--- src/fpm_pkg.sv ---
package fpm_pkg;

   // ****************************************
   // clock and timing
   // ****************************************
   localparam int unsigned CLK_HZ          = 20_000_000;
   localparam int unsigned IDLE_S          = 60;
   localparam int unsigned RESTORE_HOLD_S  = 12;
   localparam int unsigned RESTORE_FLASH_S = 9;
   localparam int unsigned MASK_HOLD_S     = 5;
   localparam int unsigned MASK_FLASH_S    = 2;
   localparam int unsigned FLASH_LEN_S     = 3;
   localparam int unsigned DEBOUNCE_MS     = 10;
   localparam int unsigned BLINK_HALF_MS   = 250;

   localparam int unsigned IDLE_CYC          = IDLE_S * CLK_HZ;
   localparam int unsigned RESTORE_HOLD_CYC  = RESTORE_HOLD_S * CLK_HZ;
   localparam int unsigned RESTORE_FLASH_CYC = RESTORE_FLASH_S * CLK_HZ;
   localparam int unsigned MASK_HOLD_CYC     = MASK_HOLD_S * CLK_HZ;
   localparam int unsigned MASK_FLASH_CYC    = MASK_FLASH_S * CLK_HZ;
   localparam int unsigned FLASH_LEN_CYC     = FLASH_LEN_S * CLK_HZ;
   localparam int unsigned DEBOUNCE_CYC      = DEBOUNCE_MS * (CLK_HZ / 1000);
   localparam int unsigned BLINK_HALF_CYC    = BLINK_HALF_MS * (CLK_HZ / 1000);

   // ****************************************
   // sizes and reset values
   // ****************************************
   localparam int unsigned NUM_PORTS_DEF = 8;
   localparam int unsigned NUM_SUPPLY    = 2;
   localparam logic [31:0] CNT_ZERO      = 32'h0000_0000;
   localparam logic [31:0] CNT_ONE       = 32'h0000_0001;

   // ****************************************
   // types
   // ****************************************
   typedef enum logic [2:0] {
      MODE_A = 3'h0,
      MODE_B = 3'h1,
      MODE_C = 3'h3,
      MODE_D = 3'h2,
      MODE_E = 3'h6
   } fpm_mode_t;

   typedef enum logic [1:0] {
      ST_IDLE = 2'h0,
      ST_HOLD = 2'h1,
      ST_DONE = 2'h3
   } fpm_hold_t;

   typedef struct packed {
      logic is_manager;
      logic ring_break;
   } fpm_ring_t;

   typedef struct packed {
      logic use_interconnect;
      logic func_enabled;
      logic standby_active;
      logic redundancy_ok;
   } fpm_link_t;

endpackage
--- src/fpm_front_panel.sv ---
`timescale 1ns/1ps
// Operation
// - brief press advances the display mode
// - modes step A, B, C, D, E, wrap
// - one idle minute returns display to A
// - five modes, A after reset
// - mode lamps encode mode, E flashes first
// - restore hold only in mode A
// - twelve second hold triggers factory restore
// - flash and port chase from nine seconds
// - early release abandons the restore
// - restore returns all settings to defaults
// - configuration bit disables restore in operation
// - restore disable ignored until startup completes
// - mask hold only in mode D
// - five second hold stores good status
// - flash and port chase from two seconds
// - early release keeps previous fault mask
// - deviation from good status is fault
// - ring manager lamp off, steady, flashing
// - standby lamp shows standby function state
// - interconnection lamp shows redundancy availability
// - startup fault lamp steady, flashing, off
// - operation fault lamp and signalling contact
module fpm_front_panel
   import fpm_pkg::*;
#(
   parameter int unsigned NUM_PORTS         = NUM_PORTS_DEF,
   parameter int unsigned IDLE_CYCLES       = IDLE_CYC,
   parameter int unsigned RESTORE_HOLD_CYCLES  = RESTORE_HOLD_CYC,
   parameter int unsigned RESTORE_FLASH_CYCLES = RESTORE_FLASH_CYC,
   parameter int unsigned MASK_HOLD_CYCLES  = MASK_HOLD_CYC,
   parameter int unsigned MASK_FLASH_CYCLES = MASK_FLASH_CYC,
   parameter int unsigned FLASH_LEN_CYCLES  = FLASH_LEN_CYC,
   parameter int unsigned DEBOUNCE_CYCLES   = DEBOUNCE_CYC,
   parameter int unsigned BLINK_HALF_CYCLES = BLINK_HALF_CYC
) (
   input  wire logic                             CORE_CLK,
   input  wire logic                             RESET_N,
   input  wire logic                             BUTTON_N,
   input  wire logic                             RESTORE_BTN_ENA,
   input  wire logic                             STARTUP_DONE,
   input  wire logic                             STARTUP_ERROR,
   input  wire logic                             FIRMWARE_ERROR,
   input  wire logic                             OTHER_FAULT,
   input  wire logic [NUM_PORTS-1:0]             PORT_STATE,
   input  wire logic [NUM_SUPPLY-1:0]            SUPPLY_STATE,
   input  wire fpm_ring_t                        RING_STATUS,
   input  wire fpm_link_t                        LINK_STATUS,
   output logic                                  MODE_INDICATOR_FIRST,
   output logic                                  MODE_INDICATOR_SECOND,
   output logic [2:0]                            DISPLAY_MODE,
   output logic [NUM_PORTS-1:0]                  PORT_CHASE,
   output logic                                  PORT_CHASE_ACTIVE,
   output logic                                  RING_MANAGER_LAMP,
   output logic                                  REDUNDANT_LINK_LAMP,
   output logic                                  FAULT_LAMP,
   output logic                                  SIGNAL_CONTACT_CLOSED,
   output logic                                  FACTORY_RESTORE,
   output logic                                  MASK_STORED,
   output logic [NUM_PORTS+NUM_SUPPLY-1:0]       FAULT_MASK
);

   localparam int unsigned WATCH_W = NUM_PORTS + NUM_SUPPLY;
   localparam int unsigned IDX_W   = (NUM_PORTS > 1) ? $clog2(NUM_PORTS) : 1;
   localparam int unsigned STEP_CYC = (FLASH_LEN_CYCLES / NUM_PORTS > 0) ? FLASH_LEN_CYCLES / NUM_PORTS : 1;
   localparam logic [WATCH_W-1:0] MASK_RESET = '0;

   // ****************************************
   // parameter checks
   // ****************************************
   if (NUM_PORTS < 1 || NUM_PORTS > 64)
      $error("fpm_front_panel: NUM_PORTS out of range");
   if (MASK_FLASH_CYCLES == 0 || MASK_FLASH_CYCLES >= MASK_HOLD_CYCLES)
      $error("fpm_front_panel: mask flash start must precede mask hold");
   if (RESTORE_FLASH_CYCLES >= RESTORE_HOLD_CYCLES || MASK_FLASH_CYCLES > RESTORE_FLASH_CYCLES)
      $error("fpm_front_panel: restore timing inconsistent");
   if (DEBOUNCE_CYCLES == 0 || BLINK_HALF_CYCLES == 0 || IDLE_CYCLES == 0)
      $error("fpm_front_panel: zero count not supported");

   // ****************************************
   // button synchroniser and debouncer
   // ****************************************
   logic        sync1_ff;
   logic        sync2_ff;
   logic        btn_db_ff;
   logic [31:0] db_cnt_ff;
   wire         raw_pressed  = ~sync2_ff;
   wire         db_differs   = raw_pressed != btn_db_ff;
   wire         db_settled   = db_differs && (db_cnt_ff >= DEBOUNCE_CYCLES - 1);
   wire  [31:0] nxt_db_cnt   = db_differs ? db_cnt_ff + CNT_ONE : CNT_ZERO;

   always_ff @(posedge CORE_CLK or negedge RESET_N) begin
      if (!RESET_N) begin
         sync1_ff  <= 1'b1;
         sync2_ff  <= 1'b1;
         btn_db_ff <= 1'b0;
         db_cnt_ff <= CNT_ZERO;
      end else begin
         sync1_ff  <= BUTTON_N;
         sync2_ff  <= sync1_ff;
         btn_db_ff <= db_settled ? raw_pressed : btn_db_ff;
         db_cnt_ff <= db_settled ? CNT_ZERO : nxt_db_cnt;
      end
   end

   // ****************************************
   // press timing and hold state
   // ****************************************
   fpm_hold_t   hold_ff;
   fpm_hold_t   nxt_hold;
   fpm_mode_t   mode_ff;
   fpm_mode_t   next_mode;
   logic [31:0] hold_cnt_ff;
   logic [31:0] idle_cnt_ff;

   wire restore_allow  = RESTORE_BTN_ENA || !STARTUP_DONE;
   wire restore_elig   = mode_ff == MODE_A && restore_allow;
   wire mask_elig      = mode_ff == MODE_D;
   wire in_hold        = hold_ff == ST_HOLD && btn_db_ff;
   wire restore_fire   = in_hold && restore_elig && hold_cnt_ff >= RESTORE_HOLD_CYCLES - 1;
   wire mask_fire      = in_hold && mask_elig && hold_cnt_ff >= MASK_HOLD_CYCLES - 1;
   wire brief_press    = hold_ff == ST_HOLD && !btn_db_ff && hold_cnt_ff < MASK_FLASH_CYCLES;
   wire restore_window = in_hold && restore_elig && hold_cnt_ff >= RESTORE_FLASH_CYCLES;
   wire mask_window    = in_hold && mask_elig && hold_cnt_ff >= MASK_FLASH_CYCLES;
   wire flash_window   = restore_window || mask_window;
   wire idle_expired   = idle_cnt_ff >= IDLE_CYCLES - 1;

   always_comb begin
      nxt_hold = hold_ff;
      unique case (hold_ff)
         ST_IDLE: if (btn_db_ff) nxt_hold = ST_HOLD;
         ST_HOLD: begin
            if (!btn_db_ff)
               nxt_hold = ST_IDLE;
            else if (restore_fire || mask_fire)
               nxt_hold = ST_DONE;
         end
         ST_DONE: if (!btn_db_ff) nxt_hold = ST_IDLE;
         default: nxt_hold = ST_IDLE;
      endcase
   end

   always_comb begin
      unique case (mode_ff)
         MODE_A:  next_mode = MODE_B;
         MODE_B:  next_mode = MODE_C;
         MODE_C:  next_mode = MODE_D;
         MODE_D:  next_mode = MODE_E;
         MODE_E:  next_mode = MODE_A;
         default: next_mode = MODE_A;
      endcase
   end

   wire fpm_mode_t nxt_mode =
      restore_fire ? MODE_A :
      brief_press  ? next_mode :
      idle_expired ? MODE_A :
      mode_ff;
   wire [31:0] nxt_hold_cnt = (hold_ff == ST_IDLE) ? CNT_ZERO : hold_cnt_ff + CNT_ONE;
   wire [31:0] nxt_idle_cnt = (btn_db_ff || hold_ff != ST_IDLE || idle_expired) ? CNT_ZERO
                                                                                : idle_cnt_ff + CNT_ONE;

   always_ff @(posedge CORE_CLK or negedge RESET_N) begin
      if (!RESET_N) begin
         hold_ff     <= ST_IDLE;
         mode_ff     <= MODE_A;
         hold_cnt_ff <= CNT_ZERO;
         idle_cnt_ff <= CNT_ZERO;
      end else begin
         hold_ff     <= nxt_hold;
         mode_ff     <= nxt_mode;
         hold_cnt_ff <= nxt_hold_cnt;
         idle_cnt_ff <= nxt_idle_cnt;
      end
   end

   // ****************************************
   // blink divider and port chase
   // ****************************************
   logic             blink_ff;
   logic [31:0]      blink_cnt_ff;
   logic [31:0]      step_cnt_ff;
   logic [IDX_W-1:0] chase_idx_ff;

   wire             blink_wrap = blink_cnt_ff >= BLINK_HALF_CYCLES - 1;
   wire             step_wrap  = step_cnt_ff >= STEP_CYC - 1;
   wire             idx_last   = chase_idx_ff == IDX_W'(NUM_PORTS - 1);
   wire [IDX_W-1:0] nxt_idx    = !flash_window ? '0 :
                                 !step_wrap    ? chase_idx_ff :
                                 idx_last      ? '0 : chase_idx_ff + IDX_W'(1);
   wire [31:0]      nxt_step   = (!flash_window || step_wrap) ? CNT_ZERO : step_cnt_ff + CNT_ONE;

   always_ff @(posedge CORE_CLK or negedge RESET_N) begin
      if (!RESET_N) begin
         blink_ff     <= 1'b0;
         blink_cnt_ff <= CNT_ZERO;
         step_cnt_ff  <= CNT_ZERO;
         chase_idx_ff <= '0;
      end else begin
         blink_ff     <= blink_wrap ? ~blink_ff : blink_ff;
         blink_cnt_ff <= blink_wrap ? CNT_ZERO : blink_cnt_ff + CNT_ONE;
         step_cnt_ff  <= nxt_step;
         chase_idx_ff <= nxt_idx;
      end
   end

   // ****************************************
   // fault mask
   // ****************************************
   logic [WATCH_W-1:0] mask_ff;
   wire  [WATCH_W-1:0] watch_now = {SUPPLY_STATE, PORT_STATE};
   wire  [WATCH_W-1:0] nxt_mask  = restore_fire ? MASK_RESET :
                                   mask_fire    ? watch_now :
                                   mask_ff;
   wire                deviation = watch_now != mask_ff;

   always_ff @(posedge CORE_CLK or negedge RESET_N) begin
      if (!RESET_N)
         mask_ff <= MASK_RESET;
      else
         mask_ff <= nxt_mask;
   end

   // ****************************************
   // lamp decoding
   // ****************************************
   wire mode_first  = (mode_ff == MODE_B) || (mode_ff == MODE_D) || (mode_ff == MODE_E && blink_ff);
   wire mode_second = (mode_ff == MODE_C) || (mode_ff == MODE_D);
   wire nxt_first   = flash_window ? blink_ff : mode_first;
   wire nxt_second  = flash_window ? blink_ff : mode_second;

   wire nxt_ring    = RING_STATUS.is_manager && (!RING_STATUS.ring_break || blink_ff);
   wire link_flash  = LINK_STATUS.use_interconnect ? !LINK_STATUS.redundancy_ok
                                                   : LINK_STATUS.standby_active;
   wire nxt_link    = LINK_STATUS.func_enabled && (!link_flash || blink_ff);

   wire op_fault    = deviation || OTHER_FAULT;
   wire nxt_fault   = !STARTUP_DONE ? (FIRMWARE_ERROR ? blink_ff : 1'b1) :
                      FIRMWARE_ERROR ? blink_ff :
                      STARTUP_ERROR || op_fault;
   wire nxt_contact = STARTUP_DONE && !FIRMWARE_ERROR && !STARTUP_ERROR && !op_fault;

   wire [NUM_PORTS-1:0] nxt_chase = flash_window ? (NUM_PORTS'(1) << chase_idx_ff) : '0;

   // ****************************************
   // registered outputs
   // ****************************************
   always_ff @(posedge CORE_CLK or negedge RESET_N) begin
      if (!RESET_N) begin
         MODE_INDICATOR_FIRST  <= 1'b0;
         MODE_INDICATOR_SECOND <= 1'b0;
         DISPLAY_MODE          <= 3'h0;
         PORT_CHASE            <= '0;
         PORT_CHASE_ACTIVE     <= 1'b0;
         RING_MANAGER_LAMP     <= 1'b0;
         REDUNDANT_LINK_LAMP   <= 1'b0;
         FAULT_LAMP            <= 1'b1;
         SIGNAL_CONTACT_CLOSED <= 1'b0;
         FACTORY_RESTORE       <= 1'b0;
         MASK_STORED           <= 1'b0;
         FAULT_MASK            <= MASK_RESET;
      end else begin
         MODE_INDICATOR_FIRST  <= nxt_first;
         MODE_INDICATOR_SECOND <= nxt_second;
         DISPLAY_MODE          <= nxt_mode;
         PORT_CHASE            <= nxt_chase;
         PORT_CHASE_ACTIVE     <= flash_window;
         RING_MANAGER_LAMP     <= nxt_ring;
         REDUNDANT_LINK_LAMP   <= nxt_link;
         FAULT_LAMP            <= nxt_fault;
         SIGNAL_CONTACT_CLOSED <= nxt_contact;
         FACTORY_RESTORE       <= restore_fire;
         MASK_STORED           <= mask_fire;
         FAULT_MASK            <= nxt_mask;
      end
   end

endmodule

--- config.mk ---
export PLATFORM = sky130hd
export DESIGN_NAME = fpm_front_panel
export DESIGN_NICKNAME = d
export VERILOG_FILES = /design/src/fpm_pkg.sv /design/src/fpm_front_panel.sv
export SDC_FILE = /design/constraint.sdc
export NUM_CORES = 1
export LEC_CHECK = 0
export ABC_AREA = 1
export BUFFER_PORTS_ARGS = -buffer_cell sky130_fd_sc_hd__buf_2
export CAP_MARGIN = 30
export CORE_AREA = 2 2 128 155
export DETAILED_ROUTE_END_ITERATION = 16
export DIE_AREA = 0 0 130 157
export HOLD_SLACK_MARGIN = 0.05
export PLACE_DENSITY_LB_ADDON = 0.25
export SKIP_CTS_REPAIR_TIMING = 1
export SYNTH_ARGS = -nofsm -noshare
export SYNTH_HDL_FRONTEND = slang
export SYNTH_SLANG_ARGS = --single-unit
export TNS_END_PERCENT = 5
--- constraint.sdc ---
create_clock -name CORE_CLK -period 1.9 [get_ports CORE_CLK]
set_clock_uncertainty 0.2 [all_clocks]
set_input_delay 0.38 -clock CORE_CLK [delete_from_list [all_inputs] [get_ports CORE_CLK]]
set_output_delay 0.38 -clock CORE_CLK [all_outputs]
set_load 0.005 [all_outputs]
==> impl_results.rst <==
.. list-table::
   :header-rows: 1

   * - Metric
     - Value
   * - Run status
     - finished, violations left
   * - Violated checks
     - setup timing
   * - Drt initial violations
     - 598
   * - Crit Path Category
     - flip-flop to flip-flop
   * - Ports
     - 54
   * - Cts bufs inserted
     - 17
   * - Internal Pwr Total
     - 0.00619 W
   * - Total number of vias
     - 8,915
   * - Type of element capturing the critical path
     - flip-flop
   * - Aggregate routed wire length
     - 23,800 um
   * - Bufs on Longest Clock Path
     - 2
   * - Maximum number of pins on one net before global-route repair
     - 44
   * - DP Worst Slack
     - -0.0168 ns
   * - Async SR Flop Fraction
     - 100%
   * - Diodes inserted
     - 0
   * - Final setup viols
     - 3
   * - CORE AREA
     - 18,800 um2
   * - Fraction of the yosys area taken by sequential cells
     - 48.0%
   * - Latest clock arrival within the worst-skew pair
     - 0.44 ns
   * - Final worst path period share
     - 103%
   * - Total iterations of the first detailed-routing run
     - 6
   * - Global-route wire length before repair
     - 38,200 um
   * - Time the worst path needs with I/O delays and setup
     - 1.95 ns
   * - CTS HTree Levels
     - 4
   * - Gate power share
     - 4.3%
   * - TritonCTS clock tree
     - yes
   * - Count of buffers inserted at the top-level ports
     - 53
   * - Net switching power figure
     - 0.00200 W
   * - Crit start category
     - flip-flop
   * - Vert. Die Dim
     - 157 um
   * - Gr usage total
     - 23.5%
   * - Via/cell ratio
     - 5.15
   * - Die footprint
     - 20,400 um2
   * - Number of synthesized flops with an enable pin
     - 0
   * - Width of the die
     - 130 um
   * - Hold slack final
     - 0.0431 ns
   * - Max-capacitance violation count
     - 0
   * - Leakage
     - 5.90 nW
   * - Overall power consumption
     - 0.00820 W
   * - Min-delay worst type
     - input pin to flip-flop
   * - FMAX
     - 513 MHz
   * - Number of rows created at floorplan
     - 55
   * - Power density cells
     - 634 nW/um2
   * - Clock network fraction of design power
     - 42.8%
   * - Gr ovfl total
     - 0
   * - Worst-margin pin slew
     - 0.518 ns
   * - Filler instances
     - 1,476
   * - Data arrival, critical path
     - 2.08 ns
   * - Switch share
     - 24.5%
   * - Minimum setup slack in the final design
     - -0.0479 ns
   * - Final std cell area, no fill
     - 12,900 um2
   * - Via count of the first global-routing pass
     - 8,542
   * - Final net count
     - 1,499
   * - Growth of design area from synthesis to finish
     - 24.6%
   * - Primary FF master, synth
     - sky130_fd_sc_hd__dfrtp_1
   * - Share of final-layout standard cells stronger than drive strength 1
     - 23.1%
   * - DRC viols
     - 0
   * - Final std cells w/o fill
     - 1,732
   * - Data required time at the worst endpoint
     - 2.03 ns
   * - Post-synthesis cell type count
     - 47
   * - Yosys warning total
     - 0
   * - Worst slew margin relative to its limit
     - 65.4%
   * - DP Area
     - 11,600 um2
   * - Count of final max-slew check failures
     - 0
   * - Wire length per cell after detailed routing
     - 13.7 um
   * - Clk sinks
     - 199
   * - Cells after Synth
     - 1,268
   * - Crit Path Max Fanout
     - 4
   * - Starting density of the core
     - 55.2%
   * - Routability Congestion
     - 0.895
   * - Final hold violation count
     - 0
   * - Post-synthesis register bit count
     - 199
   * - Count of antenna-violating nets left after detailed routing
     - 0
   * - Max rail drop VDD
     - 0.629 mV
   * - Clock-pin slew on the worst setup and hold paths
     - 0.08 ns
   * - Detailed placer's ending HPWL
     - 16,600 um
   * - RSZ-0062 raised after global routing
     - true
   * - Placed Cells incl. Taps
     - 1,665
   * - Cell area after synthesis
     - 10,400 um2
   * - Sequential power share
     - 52.9%
   * - Antenna violations before repair
     - 0
   * - Mean area per synthesized cell
     - 8.18 um2
   * - Root buffer cell
     - sky130_fd_sc_hd__clkbuf_16
-- state kept, by name (all words and copies together), names as in the netlist, 2 cells and up --
signal        cells
DISPLAY_MODE      3
chase_idx_ff      3
hold_ff           2
PORT_CHASE        8
hold_cnt_ff      32
step_cnt_ff      32
db_cnt_ff        32
blink_cnt_ff     32
idle_cnt_ff      32
FAULT_MASK       10
-- cell usage after synthesis (3+ instances only) --
library cell	instances	share of area [%]
sky130_fd_sc_hd__a21oi_1	28	1.4
sky130_fd_sc_hd__and3_1	5	0.30
sky130_fd_sc_hd__buf_2	6	0.29
sky130_fd_sc_hd__dfrtp_1	196	47
sky130_fd_sc_hd__dfstp_2	3	0.76
sky130_fd_sc_hd__ha_1	12	1.4
sky130_fd_sc_hd__inv_1	130	4.7
sky130_fd_sc_hd__inv_2	19	0.69
sky130_fd_sc_hd__nand2_1	266	9.6
sky130_fd_sc_hd__nand2_2	13	0.78
sky130_fd_sc_hd__nand2_4	3	0.33
sky130_fd_sc_hd__nand3_1	68	3.3
sky130_fd_sc_hd__nand3_2	6	0.58
sky130_fd_sc_hd__nand4_1	32	1.9
sky130_fd_sc_hd__nor2_1	231	8.4
sky130_fd_sc_hd__nor2_2	14	0.84
sky130_fd_sc_hd__nor2_4	21	2.3
sky130_fd_sc_hd__nor3_1	47	2.3
sky130_fd_sc_hd__nor3_2	7	0.68
sky130_fd_sc_hd__nor3b_1	5	0.36
sky130_fd_sc_hd__nor4_1	8	0.48
sky130_fd_sc_hd__o21ai_0	26	1.3
sky130_fd_sc_hd__o21ai_1	10	0.48
sky130_fd_sc_hd__or2_2	3	0.18
sky130_fd_sc_hd__xnor2_1	24	2.0
sky130_fd_sc_hd__xor2_1	57	4.8
-- worst max-delay path, cell delays in order, from the launching register on --
cell and delay [ns]:
sky130_fd_sc_hd__dfrtp_1 0.37, sky130_fd_sc_hd__ha_2 0.19, sky130_fd_sc_hd__nand2_2 0.07, sky130_fd_sc_hd__nor2_4 0.14, sky130_fd_sc_hd__nand2_4 0.08, sky130_fd_sc_hd__nor2_4 0.22
sky130_fd_sc_hd__buf_6 0.14, sky130_fd_sc_hd__nand3_4 0.09, sky130_fd_sc_hd__nor2_4 0.15, sky130_fd_sc_hd__nand3_2 0.07, sky130_fd_sc_hd__nand2_1 0.06, sky130_fd_sc_hd__nor2_1 0.05
-- layer usage --
layer | GRT usage [%] | vias up | routed length, um
met5 | 0 | - | 0
met4 | 9.37 | 0 | 595
met3 | 4.59 | 53 | 1190
met2 | 38.9 | 274 | 11900
met1 | 30.3 | 4210 | 10200
li1 | - | 4378 | -
-- cells by family after synthesis --
kind of cell | synth area share, %
adder cells (fa/ha/maj) | 1.45
other | 0.0361
buffers and inverters | 6.36
XOR/XNOR | 6.84
flip-flops | 48.0
AND/OR/NAND/NOR | 33.3
AO/OA/AOI/OAI | 3.97
-- path summary, 6_finish.rpt --
kind | slack [ns] | endpoint | startpoint | cells after the start
min reg2reg | 0.16 | sync2_ff$_DFF_PN1_ | sync1_ff$_DFF_PN1_ | 0
max reg2reg | -0.05 | hold_cnt_ff[30]$_DFF_PN0_ | hold_cnt_ff[0]$_DFF_PN0_ | 11
max in group asynchronous | 0.65 | hold_cnt_ff[15]$_DFF_PN0_ | RESET_N | 3
max | -0.05 | hold_cnt_ff[30]$_DFF_PN0_ | hold_cnt_ff[0]$_DFF_PN0_ | 11
min | 0.04 | REDUNDANT_LINK_LAMP$_DFF_PN0_ | LINK_STATUS[2] | 3
min in group asynchronous | 0.24 | idle_cnt_ff[23]$_DFF_PN0_ | RESET_N | 2
-- cells in the final DEF (no fill, tap or decap), types with 32 or more instances in the layout --
master and count:
sky130_fd_sc_hd__nand3_1 61, sky130_fd_sc_hd__nor2_1 202, sky130_fd_sc_hd__conb_1 33, sky130_fd_sc_hd__buf_2 52, sky130_fd_sc_hd__nand2_1 253, sky130_fd_sc_hd__nor2_2 36
sky130_fd_sc_hd__inv_1 128, sky130_fd_sc_hd__buf_4 73, sky130_fd_sc_hd__dfrtp_1 189, sky130_fd_sc_hd__xor2_1 54, sky130_fd_sc_hd__nand4_1 32, sky130_fd_sc_hd__nor3_1 45
-- power by group through the flow --
| stage | clock, W | combinational, W | sequential (W) |
|---|---|---|---|
| after detailed placement | 0 | 0.000320 | 0.00442 |
| after global placement | 0 | 0.000315 | 0.00441 |
| after CTS | 0.00358 | 0.000322 | 0.00433 |
| final | 0.00351 | 0.000356 | 0.00433 |
| after global routing | 0.00377 | 0.000406 | 0.00434 |
| after floorplan | 0 | 0.000104 | 0.00441 |
-- cell type report --
cell class | count | area, um2 | area share (%)
multi-input combinational | 939 | 5190 | 40.2
sequential | 199 | 4990 | 38.6
timing repair buffer | 156 | 1260 | 9.72
inverter | 149 | 569 | 4.41
clock buffer | 18 | 429 | 3.32
tap | 256 | 320 | 2.48
clock inverter | 14 | 156 | 1.21
timing repair inverter | 1 | 6.26 | 0.0484
-- per-stage QoR --
step,util [%],TNS (ns)
6_report,68.8,-0.0718
5_1_grt,68.8,-5.33
4_1_cts,65.0,-0.578
3_5_place_dp,61.9,-0.0438
3_3_place_gp,61.9,0
2_1_floorplan,-,0
Power figures use the tool's default switching activity.
